File: config.mk
export PLATFORM = sky130hd
export DESIGN_NAME = bridge_parity_status
export DESIGN_NICKNAME = d
export VERILOG_FILES = /design/src/include/bridge_parity_pkg.sv /design/src/rtl/mmio_window_decode.sv /design/src/rtl/bridge_parity_status.sv
export VERILOG_INCLUDE_DIRS = /design/src /design/src/include
export SDC_FILE = /design/constraint.sdc
export NUM_CORES = 1
export LEC_CHECK = 0
export BUFFER_PORTS_ARGS = -buffer_cell sky130_fd_sc_hd__buf_2
export CAP_MARGIN = 20
export CORE_MARGIN = 5
export CORE_UTILIZATION = 55
export CTS_BUF_LIST = sky130_fd_sc_hd__clkbuf_4
export DETAILED_ROUTE_END_ITERATION = 8
export GPL_TIMING_DRIVEN = 0
export PLACE_DENSITY = 0.88
export SLEW_MARGIN = 10
export SYNTH_ARGS = -nofsm -noshare
export SYNTH_HDL_FRONTEND = slang
export SYNTH_HIERARCHICAL = 1
export SYNTH_SLANG_ARGS = --single-unit
File: constraint.sdc
create_clock -name clk_i -period 4.85 [get_ports clk_i]
set_input_delay 0.97 -clock clk_i [delete_from_list [all_inputs] [get_ports clk_i]]
set_output_delay 0.97 -clock clk_i [all_outputs]
set_load 0.05 [all_outputs]
File: src/include/bridge_parity_params.svh
// Offsets, field positions and reset values for the bridge parity/window block
`ifndef BRIDGE_PARITY_PARAMS_SVH
`define BRIDGE_PARITY_PARAMS_SVH

// ----------------------------------------------------------------
// Register offsets (byte offsets in configuration space)
// ----------------------------------------------------------------
`define SEC_STATUS_OFFSET   8'h1e
`define MMIO_BASE_OFFSET    8'h20
`define MMIO_LIMIT_OFFSET   8'h22

// ----------------------------------------------------------------
// Field positions
// ----------------------------------------------------------------
`define SEC_POISON_BIT      4'hf
`define SEC_MASTER_PAR_BIT  4'h8
`define WINDOW_FIELD_LSB    4
`define WINDOW_FIELD_MSB    15
`define ADDR_WINDOW_LSB     20
`define ADDR_WINDOW_MSB     31

// ----------------------------------------------------------------
// Reset values
// ----------------------------------------------------------------
`define WINDOW_FIELD_RESET  12'h000
`define READ_IDLE_VALUE     16'h0000

`endif

File: src/include/bridge_parity_pkg.sv
// Types shared by the bridge parity/window block
package bridge_parity_pkg;

   // ----------------------------------------------------------------
   // Types
   // ----------------------------------------------------------------
   typedef logic [11:0] window_field_t;

   typedef struct packed {
      logic          primary_poison_detected;
      logic          primary_master_parity_flag;
      logic          secondary_poison_detected;
      logic          secondary_master_parity_flag;
      window_field_t mmio_window_base;
      window_field_t mmio_window_limit;
      logic [15:0]   rdata;
      logic          rvalid;
      logic          fwd_valid;
      logic          fwd_hit;
   } bridge_state_t;

   typedef struct packed {
      logic req;
      logic hit;
   } decode_state_t;

endpackage : bridge_parity_pkg

File: src/rtl/mmio_window_decode.sv
// Registered inclusive 1 MB-granular non-prefetchable window compare
`timescale 1ns/1ns
`include "bridge_parity_params.svh"
module mmio_window_decode
   import bridge_parity_pkg::*;
(
   input  wire logic          clk_i,
   input  wire logic          reset_i,
   input  wire logic          req_i,
   input  wire logic [31:0]   addr_i,
   input  wire window_field_t base_i,
   input  wire window_field_t limit_i,
   output logic               valid_o,
   output logic               hit_o
);

   decode_state_t state;
   decode_state_t next_state;
   window_field_t page;

   // ----------------------------------------------------------------
   // Compare
   // ----------------------------------------------------------------
   // Only A[31:20] is compared: low base bits act as 00000h and low
   // limit bits as FFFFFh, so both ends fall on megabyte edges.
   always_comb begin
      page            = addr_i[`ADDR_WINDOW_MSB:`ADDR_WINDOW_LSB];
      next_state.req  = req_i;
      next_state.hit  = req_i && (base_i <= page) && (page <= limit_i);
   end

   always_ff @(posedge clk_i) begin
      if (reset_i) begin
         state <= '0;
      end else begin
         state <= next_state;
      end
   end

   assign valid_o = state.req;
   assign hit_o   = state.hit;

endmodule : mmio_window_decode

File: src/rtl/bridge_parity_status.sv
// Secondary status high byte, parity matrix and non-prefetchable window base
//
// What this block does
// - With parity response enabled the secondary master parity flag would set on a poisoned completion received or a write poisoned by the port.
// - With parity response disabled the secondary master parity flag is never set.
// - The root port originates no requests, so the secondary master parity flag stays zero.
// - Secondary status bit 7 (fast back-to-back capable) reads zero and ignores writes.
// - Secondary status bit 5 (66 MHz capable) reads zero and ignores writes.
// - Status bit 6, status bits 4:0 and base bits 3:0 read zero and ignore writes.
// - Primary poison flag records outbound poisoned data, secondary poison flag records inbound, master parity flags never set.
// - Memory accesses inside the base/limit window are forwarded to the PCI Express port.
// - Base bits 15:4 are writable and compared against address bits 31:20.
// - The base low 20 address bits are taken as zero for decoding.
// - The limit low 20 address bits are taken as FFFFFh for decoding.
// - The base field sits in bits 15:4 of the register at offset 20h and resets to zero.
`timescale 1ns/1ns
`include "bridge_parity_params.svh"
module bridge_parity_status
   import bridge_parity_pkg::*;
(
   input  wire logic        clk_i,
   input  wire logic        reset_i,
   input  wire logic        cfg_wr_i,
   input  wire logic        cfg_rd_i,
   input  wire logic [7:0]  cfg_addr_i,
   input  wire logic [15:0] cfg_wdata_i,
   input  wire logic [1:0]  cfg_be_i,
   input  wire logic        parity_response_enable_i,
   input  wire logic        primary_parity_response_enable_i,
   input  wire logic        outbound_poison_i,
   input  wire logic        inbound_poison_i,
   input  wire logic        completion_poison_rx_i,
   input  wire logic        write_poisoned_tx_i,
   input  wire logic        mem_req_i,
   input  wire logic [31:0] mem_addr_i,
   output logic [15:0]      cfg_rdata_o,
   output logic             cfg_rvalid_o,
   output logic             primary_poison_detected_o,
   output logic             primary_master_parity_flag_o,
   output logic             fwd_valid_o,
   output logic             fwd_hit_o
);

   bridge_state_t state;
   bridge_state_t next_state;
   logic          dec_valid;
   logic          dec_hit;

   // ----------------------------------------------------------------
   // Helpers
   // ----------------------------------------------------------------
   function automatic logic [15:0] merge_be(input logic [15:0] old_v,
                                            input logic [15:0] new_v,
                                            input logic [1:0]  be);
      merge_be = {be[1] ? new_v[15:8] : old_v[15:8], be[0] ? new_v[7:0] : old_v[7:0]};
   endfunction : merge_be

   // Sticky flag: a set in the same cycle as a clear wins
   function automatic logic w1c_flag(input logic cur, input logic set, input logic clr);
      w1c_flag = set | (cur & ~clr);
   endfunction : w1c_flag

   // ----------------------------------------------------------------
   // Window decoder
   // ----------------------------------------------------------------
   mmio_window_decode u_decode (
      .clk_i   (clk_i),
      .reset_i (reset_i),
      .req_i   (mem_req_i),
      .addr_i  (mem_addr_i),
      .base_i  (state.mmio_window_base),
      .limit_i (state.mmio_window_limit),
      .valid_o (dec_valid),
      .hit_o   (dec_hit)
   );

   // ----------------------------------------------------------------
   // Next state
   // ----------------------------------------------------------------
   always_comb begin
      logic        wr_sec;
      logic        wr_base;
      logic        wr_lim;
      logic        sec_clr_poison;
      logic        sec_clr_master;
      logic        master_event;
      logic [15:0] merged;
      wr_sec         = cfg_wr_i && (cfg_addr_i == `SEC_STATUS_OFFSET);
      wr_base        = cfg_wr_i && (cfg_addr_i == `MMIO_BASE_OFFSET);
      wr_lim         = cfg_wr_i && (cfg_addr_i == `MMIO_LIMIT_OFFSET);
      sec_clr_poison = wr_sec && cfg_be_i[1] && cfg_wdata_i[`SEC_POISON_BIT];
      sec_clr_master = wr_sec && cfg_be_i[1] && cfg_wdata_i[`SEC_MASTER_PAR_BIT];
      merged         = 16'h0000;
      next_state     = state;

      // Poisoned completion in or poisoned write out, gated by parity response.
      // The port never requests, so both events stay idle in practice.
      master_event = parity_response_enable_i
                     && (completion_poison_rx_i || write_poisoned_tx_i);
      // Table forbids the master flag in this root port: the event is not recorded
      next_state.secondary_master_parity_flag =
         w1c_flag(state.secondary_master_parity_flag, master_event & 1'b0,
                  sec_clr_master);

      next_state.secondary_poison_detected =
         w1c_flag(state.secondary_poison_detected, inbound_poison_i, sec_clr_poison);
      // Primary flags live in the primary status register outside this map
      next_state.primary_poison_detected =
         w1c_flag(state.primary_poison_detected, outbound_poison_i, 1'b0);
      next_state.primary_master_parity_flag =
         1'b0 & primary_parity_response_enable_i;

      if (wr_base) begin
         merged = merge_be({state.mmio_window_base, 4'h0}, cfg_wdata_i, cfg_be_i);
         next_state.mmio_window_base = merged[`WINDOW_FIELD_MSB:`WINDOW_FIELD_LSB];
      end
      if (wr_lim) begin
         merged = merge_be({state.mmio_window_limit, 4'h0}, cfg_wdata_i, cfg_be_i);
         next_state.mmio_window_limit = merged[`WINDOW_FIELD_MSB:`WINDOW_FIELD_LSB];
      end

      next_state.rvalid = cfg_rd_i;
      next_state.rdata  = `READ_IDLE_VALUE;
      if (cfg_rd_i) begin
         case (cfg_addr_i)
            `SEC_STATUS_OFFSET: begin
               // Bits 7, 6, 5 and 4:0 are constant zero
               next_state.rdata = {state.secondary_poison_detected, 6'h00,
                                   state.secondary_master_parity_flag, 8'h00};
            end
            `MMIO_BASE_OFFSET: begin
               next_state.rdata = {state.mmio_window_base, 4'h0};
            end
            `MMIO_LIMIT_OFFSET: begin
               next_state.rdata = {state.mmio_window_limit, 4'h0};
            end
            default: begin
               next_state.rdata = `READ_IDLE_VALUE;
            end
         endcase
      end

      next_state.fwd_valid = dec_valid;
      next_state.fwd_hit   = dec_hit;
   end

   // ----------------------------------------------------------------
   // State register
   // ----------------------------------------------------------------
   always_ff @(posedge clk_i) begin
      if (reset_i) begin
         state                   <= '0;
         state.mmio_window_base  <= `WINDOW_FIELD_RESET;
         state.mmio_window_limit <= `WINDOW_FIELD_RESET;
      end else begin
         state <= next_state;
      end
   end

   // ----------------------------------------------------------------
   // Outputs
   // ----------------------------------------------------------------
   assign cfg_rdata_o                  = state.rdata;
   assign cfg_rvalid_o                 = state.rvalid;
   assign primary_poison_detected_o    = state.primary_poison_detected;
   assign primary_master_parity_flag_o = state.primary_master_parity_flag;
   assign fwd_valid_o                  = state.fwd_valid;
   assign fwd_hit_o                    = state.fwd_hit;

endmodule : bridge_parity_status

==> results of run 1 <==
area by class of cell:
type                       count  area (sq um)  share of cell area
tap                           52          65.1              0.0225
clock inverter                 2          35.0              0.0121
clock buffer                   6          45.0              0.0156
inverter                      28           105              0.0364
buffer                        24           155              0.0537
sequential                    44           881               0.305
timing repair buffer          55           275              0.0953
multi-input combinational    180          1330               0.459
Yosys cell counts (2+ instances only):
master,count,share of area
dfxtp_1,44,0.36
nand2_1,42,0.064
mux2i_1,35,0.14
inv_1,27,0.041
ha_1,24,0.12
nor2_1,21,0.032
buf_4,17,0.052
a21oi_1,7,0.014
nor2b_1,6,0.015
nand3_1,5,0.010
clkbuf_1,4,0.0061
nand4_1,4,0.010
o21ai_0,3,0.0061
a32oi_1,2,0.0071
buf_1,2,0.0031
mux2_2,2,0.0092
nor3_1,2,0.0041
nor4_4,2,0.017
o21a_1,2,0.0061
layout by cell type, fill, tap and decap left out, types with 6 or more instances in the layout:
master	instances
buf_2	56
dfxtp_1	44
nand2_1	42
mux2i_1	35
inv_1	27
ha_1	24
nor2_1	21
buf_4	17
a21oi_1	7
nor2b_1	6
clkbuf_4	6
worst paths after layout:
check                 start        endpoint  slack (ps)  depth (start not counted)
max           cfg_addr_i[4]       state[40]        2420                          5
min          u_decode/hit_o       fwd_hit_o         450                          1
max reg2reg       state[38]  u_decode/hit_o        3210                          6
min reg2reg  u_decode/hit_o       fwd_hit_o         450                          1
power by group:
group	total (mW)	leakage (nW)	switching, mW	internal (mW)
combinational	0.0886	0.905	0.0549	0.0337
sequential	0.365	0.356	0.00101	0.364
clock	0.232	0.0456	0.118	0.114
total	0.686	1.31	0.174	0.512
routing by layer:
layer	vias to the layer above	track usage	wire [um]
li1	1029	-	-
met1	928	0.217	2340
met2	51	0.323	2670
met3	11	0.0492	283
met4	0	0.0979	150
met5	-	0	0
per-stage QoR:
step	cell area [sq um]	hold WS, ps	utilization
6_report	2890	451	0.663
5_1_grt	2890	473	0.663
4_1_cts	2890	455	0.663
3_5_place_dp	2810	425	0.645
3_3_place_gp	2810	423	0.645
2_1_floorplan	2470	414	-
state kept, by name (all words and copies together) (netlist names):
name	count
cfg_rvalid_o	1
primary_poison_detected_o	1
u_decode/hit_o	1
state	26
fwd_valid_o	1
cfg_rdata_o	12
u_decode/valid_o	1
fwd_hit_o	1
kinds of logic after synthesis:
logic type / Yosys count / synth area share
buffers and inverters: 52 / 0.106
and+or+nand+nor: 92 / 0.197
AOI/OAI and AO/OA: 22 / 0.0612
DFF: 44 / 0.359
adders and majority gates: 24 / 0.122
muxes: 37 / 0.152
other: 1 / 0.00153
==> results.md, run 1 <==
* Outcome: completed
* Setup TNS at 0 ps
* Worst-path cell chain: buf_2, or4b_1, buf_2, nor4_4, mux2i_1
* CP delay by family, top: simple AND/OR/NAND/NOR gates
* Placed insts at 383
* Max Freq at 411 MHz
* ANT nets after route at 0
* Post-synth EDFFs at 0
* Clock buffer depth at 2
* IO Pins at 90
* Clock transition at the registers of the reported paths at 120 ps
* Fillers at 352
* Via density at 5.16
* Tcrit/Tclk final at 0.501
* Clk_lat worst skew at between 300 and 400 ps
* Hold-fix buffers at CTS at 0
* Yosys warns at 6
* Min Tclk post-route at 2430 ps
* Bufs and invs on worst path at 2
* CP Capture Type: flip-flop
* Total gr overflow at 0
* Rel. slew slack at 0.478
* Slew @ Worst Pin at 778 ps
* Critical path's most frequent cell: buf_2
* Setup crit start kind: primary input
* Layout cells sized above 1 at 0.277
* NumNets Final at 431
* Synth Cell Area at 0.00245 sq mm
* Seq cells post-synth at between 40 and 50
* 1st-iter DRT viols at slightly below 70
* Max-Cap Viols at 0
* Initial antenna violation count at 0
* RSZ-0062 raised after global routing: false
* CP required at 5140 ps
* Vias in the first global route at 2055
* CP Class: primary input to flip-flop
* Core Area at 0.00435 sq mm
* Final WL at 5450 um
* Total power at between 600 and 700 uW
* Global-route wire length before repair at 9030 um
* N_diodes at 0
* Final worst slack at 2420 ps
* Global Route Usage Sum at 0.190
* Root buffer cell: clkbuf_4
* Area added between synthesis and finish at 17.8%
* Fin. max-slew vios at 0
* # H-tree levels at 2
* CTS Buf Count at 5
* Crit path DAT at around 2700 ps
* Post-synthesis area per instance at 9.02 sq um
* DRC at 0
* Postcts setup bufs at 0
* Vias at roughly 2000
* Clk_skew at around 3.2 ps
* Post-Layout Cell Count at 391
* Peak supply drop at 0.150 mV
* Post-CTS sizing at 0
* Slowest stage delay, CP at about 670 ps
* Endpoints failing setup at 0
* Port Buf Inserts at 55
* Detailed Place HPWL at 4360 um
* Slowest cell on the critical path: nor4_4
* Drt pass-1 iters at 4
* Register area share after synthesis at 0.359
* Die height at 76.8 um
* Final hold violation count at 0
* Pin count of the biggest net entering global routing at 14
* Worst min path class: flip-flop to flip-flop
* Clock sink total at 44
* Drt wl/cell at 13.9 um
* Die Wd at about 77 um
* TritonCTS clock tree: done
* Die ar. at 0.00589 sq mm
* Yosys cell types at 40
* Synth async-reset ratio at 0
* CP max FO at 8
* Pleak at 1.31 nW
* Power Density at 237 mW/mm^2
* Row Count at 24
* Starting Density at 0.563
* Pre-CTS setup slack at 2050 ps
* Main synth FF type: dfxtp_1
* Post-synthesis instance total at 272
* GPL Wtd Cong at 0.894
Power figures use the tool's default switching activity.
==> inputs of run 2 (changes only) <==
--- a/config.mk
+++ b/config.mk
@@ -6,14 +6,15 @@
 export SDC_FILE = /design/constraint.sdc
 export NUM_CORES = 1
 export LEC_CHECK = 0
+export ABC_AREA = 1
 export BUFFER_PORTS_ARGS = -buffer_cell sky130_fd_sc_hd__buf_2
 export CAP_MARGIN = 20
 export CORE_MARGIN = 5
-export CORE_UTILIZATION = 55
+export CORE_UTILIZATION = 53
 export CTS_BUF_LIST = sky130_fd_sc_hd__clkbuf_4
 export DETAILED_ROUTE_END_ITERATION = 8
 export GPL_TIMING_DRIVEN = 0
-export PLACE_DENSITY = 0.88
+export PLACE_DENSITY = 0.83
 export SLEW_MARGIN = 10
 export SYNTH_ARGS = -nofsm -noshare
 export SYNTH_HDL_FRONTEND = slang
==> constraint.sdc (replaced) <==
create_clock -name clk_i -period 2.29 [get_ports clk_i]
set_input_delay 0.458 -clock clk_i [delete_from_list [all_inputs] [get_ports clk_i]]
set_output_delay 0.458 -clock clk_i [all_outputs]
set_load 0.05 [all_outputs]
==> run 2 against run 1 <==
  * Via count increased by 22%
  * Clock power increased by 55%
  * Non-clock buffer count decreased by 2
  * First-iteration DRC count increased by 45%
  * Register-to-register slack got worse by 2400 ps
  * Setup slack got worse by 1600 ps
  * Synthesized cell count increased by 47%
  * Sequential cell count unchanged
  * Cell count increased by 37%
  * Total power increased by 95%
==> results.md, run 2 <==
* Min Tclk post-route at 1500 ps
* Global-route wire length before repair at 9640 um (+6.7%)
* Setup crit start kind: flip-flop
* Yosys cell types at 27 (-33%)
* Port Buf Inserts at 56 (+1.8%)
* Vias in the first global route at 2303 (+12%)
* Hold path cells at 3 (+2)
* DP Area at 0.00314 sq mm (+12%)
* Fin. max-slew vios at 0 (unchanged)
* Detailed Place HPWL at 4820 um (+11%)
* Starting Density at 0.543 (-0.0203)
* Total power at 1.34 mW (+95%)
* Clock buffer depth at 2 (unchanged)
* Clock sink total at 44 (unchanged)
* Clk_skew at 4.81 ps (+1.59 ps)
* Critical R2R Capture: u_decode/hit_o
* Post-synth top area cell: dfxtp_1
* Drt wl/cell at 11.0 um (-21%)
* Slowest stage delay, CP at 370 ps (-300 ps)
* CP Capture Type: flip-flop
* Drt pass-1 iters at 5 (+1)
* Clk_lat worst skew at 350 ps (about the same)
* Worst min path class: primary input to flip-flop
* Die ar. at 0.00674 sq mm (+14%)
* Post-synthesis instance total at 399 (+47%)
* Most common cell after layout, fill and taps aside: nand2_1
* Row Count at 26 (+8.3%)
* Via density at 4.59 (-11%)
* Root buffer cell: clkbuf_4
* Final hold violation count at 0 (unchanged)
* DRC at 0 (unchanged)
* Global Route Usage Sum at 0.187 (-0.00305)
* Setup TNS at 0 ps (unchanged)
* Post-synth top area share at 0.320 (-0.0395)
* Postcts setup bufs at 0 (unchanged)
* Reg with most FFs: state
* Hold path startpoint: outbound_poison_i
* Endpoints failing setup at 0 (unchanged)
* Initial antenna violation count at 0 (unchanged)
* Total gr overflow at 0 (unchanged)
* Pin count of the biggest net entering global routing at 13 (-1)
* Hold-fix buffers at CTS at 0 (unchanged)
* Top cells by area, synth: dfxtp_1 (32%), nand2_1 (13%), inv_1 (12%)
* Clock transition at the registers of the reported paths at 120 ps (about the same)
* Max-Cap Viols at 0 (unchanged)
* Peak supply drop at 0.269 mV (+79%)
* FF-to-FF setup slack at 790 ps (-2420 ps)
* N_diodes at 0 (unchanged)
* Max Freq at 665 MHz
* Yosys warns at 6 (unchanged)
* Die Wd at 82.1 um (+6.9%)
* Finished Cell Area at 0.00319 sq mm (+10%)
* NumNets Final at 559 (+30%)
* Layout cells sized above 1 at 0.255 (-0.0219)
* Synth async-reset ratio at 0 (unchanged)
* # H-tree levels at 2 (unchanged)
* Main synth FF type: dfxtp_1
* Max FFs per register at 26 (unchanged)
* ANT nets after route at 0 (unchanged)
* CP max FO at 3 (-5)
* Worst-path cell chain: inv_1, ha_1, a21o_2, nor2_1, nand3_1, nand2_1, nand2_1, nor2_1
* 1st-iter DRT viols at 100 (+45%)
* Min-Delay Endpoint: primary_poison_detected_o
* Most frequent cells in the layout: nand2_1 (99), inv_1 (87), buf_2 (56), dfxtp_1 (44), nor2_1 (34)
* Synth top cells by count: nand2_1 (99), inv_1 (87), dfxtp_1 (44), nor2_1 (34), ha_1 (24)
* Seq cells post-synth at 44 (unchanged)
* Power Density at 419 mW/mm^2 (+76%)
* TritonCTS clock tree: done
* Crit path DAT at 1800 ps (-920 ps)
* Pleak at 1.78 nW (+36%)
* GPL Wtd Cong at 0.843 (-5.7%)
* IO Pins at 90 (unchanged)
* Vias at 2462 (+22%)
* Slew @ Worst Pin at 522 ps (-256 ps)
* Register area share after synthesis at 0.320 (-0.0395)
* CP Class: flip-flop to flip-flop
* Reg2reg path depth at 8 (+2)
* CTS Buf Count at 5 (unchanged)
* Final WL at 5890 um (+8.2%)
* Post-synthesis area per instance at 6.91 sq um (-23%)
* Tcrit/Tclk final at 0.657
* Slowest cell on the critical path: dfxtp_1
* Area added between synthesis and finish at 15.7%
* RSZ-0062 raised after global routing: false
* Outcome: completed
* CP required at 2590 ps (-2550 ps)
* Post-synth EDFFs at 0 (unchanged)
* Worst R2R Start: state[30]
* Core Area at 0.00507 sq mm (+17%)
* Synth Cell Area at 0.00276 sq mm (+12%)
* CP delay by family, top: simple AND/OR/NAND/NOR gates
* Die height at 82.1 um (+6.9%)
* Count leader, synth: nand2_1
* Post-CTS sizing at 0 (unchanged)
* Bufs and invs on worst path at 1 (-1)
* Rel. slew slack at 0.652 (+0.174)
run 2: kinds of logic after synthesis:
| kind of cell | count (synthesis) | share of synthesized area |
|---|---|---|
| and+or+nand+nor | 179 | 0.317 |
| adders and majority gates | 24 | 0.109 |
| buffers and inverters | 117 | 0.189 |
| other | 1 | 0.00136 |
| AOI/OAI and AO/OA | 34 | 0.0640 |
| DFF | 44 | 0.320 |
run 2: power breakdown:
group	internal (mW)	leakage, nW	switching [mW]
clock	0.125	0.0315	0.235
combinational	0.0723	1.39	0.129
sequential	0.772	0.356	0.00224
run 2: per-layer routing:
layer  up-vias  routed length (um)  GRT usage
li1       1303                   -          -
met1      1072                2460      0.215
met2        80                2950      0.338
met3         7                 405     0.0499
met4         0                  68     0.0532
met5         -                   0          0
run 2: worst max path at each step:
stage | start | to | depth (start not counted)
6_report | state[30] | u_decode/hit_o | 8
4_1_cts | cfg_rdata_o[8] | cfg_rdata_o[8] | 2
3_5_place_dp | reset_i | cfg_rdata_o[15] | 6
2_1_floorplan | mem_addr_i[31] | u_decode/hit_o | 9
5_1_grt | state[28] | u_decode/hit_o | 9
3_3_place_gp | reset_i | cfg_rdata_o[9] | 6
run 2: area by class of cell:
cell class	instances	area, sq um
Fill cell	492	1890
Multi-Input combinational cell	242	1370
Sequential cell	44	881
Inverter	96	363
Timing Repair Buffer	56	280
Buffer	21	158
Tap cell	70	87.6
Clock buffer	6	45.0
Clock inverter	1	5.00
run 2: worst register-to-register path: stages, from the launching register on:
cell and delay, ps:
dfxtp_1 370, inv_1 50, ha_1 290, a21o_2 210, nor2_1 220, nand3_1 110, nand2_1 70, nand2_1 50
nor2_1 70
run 2: metrics by stage:
stage	worst slack (ps)	hold WS, ps	util	instances
floorplan	905	388	-	403
global placement	626	391	0.618	529
detailed placement	626	395	0.618	529
CTS	793	296	0.628	536
global route	704	279	0.628	536
finish	785	301	0.628	536
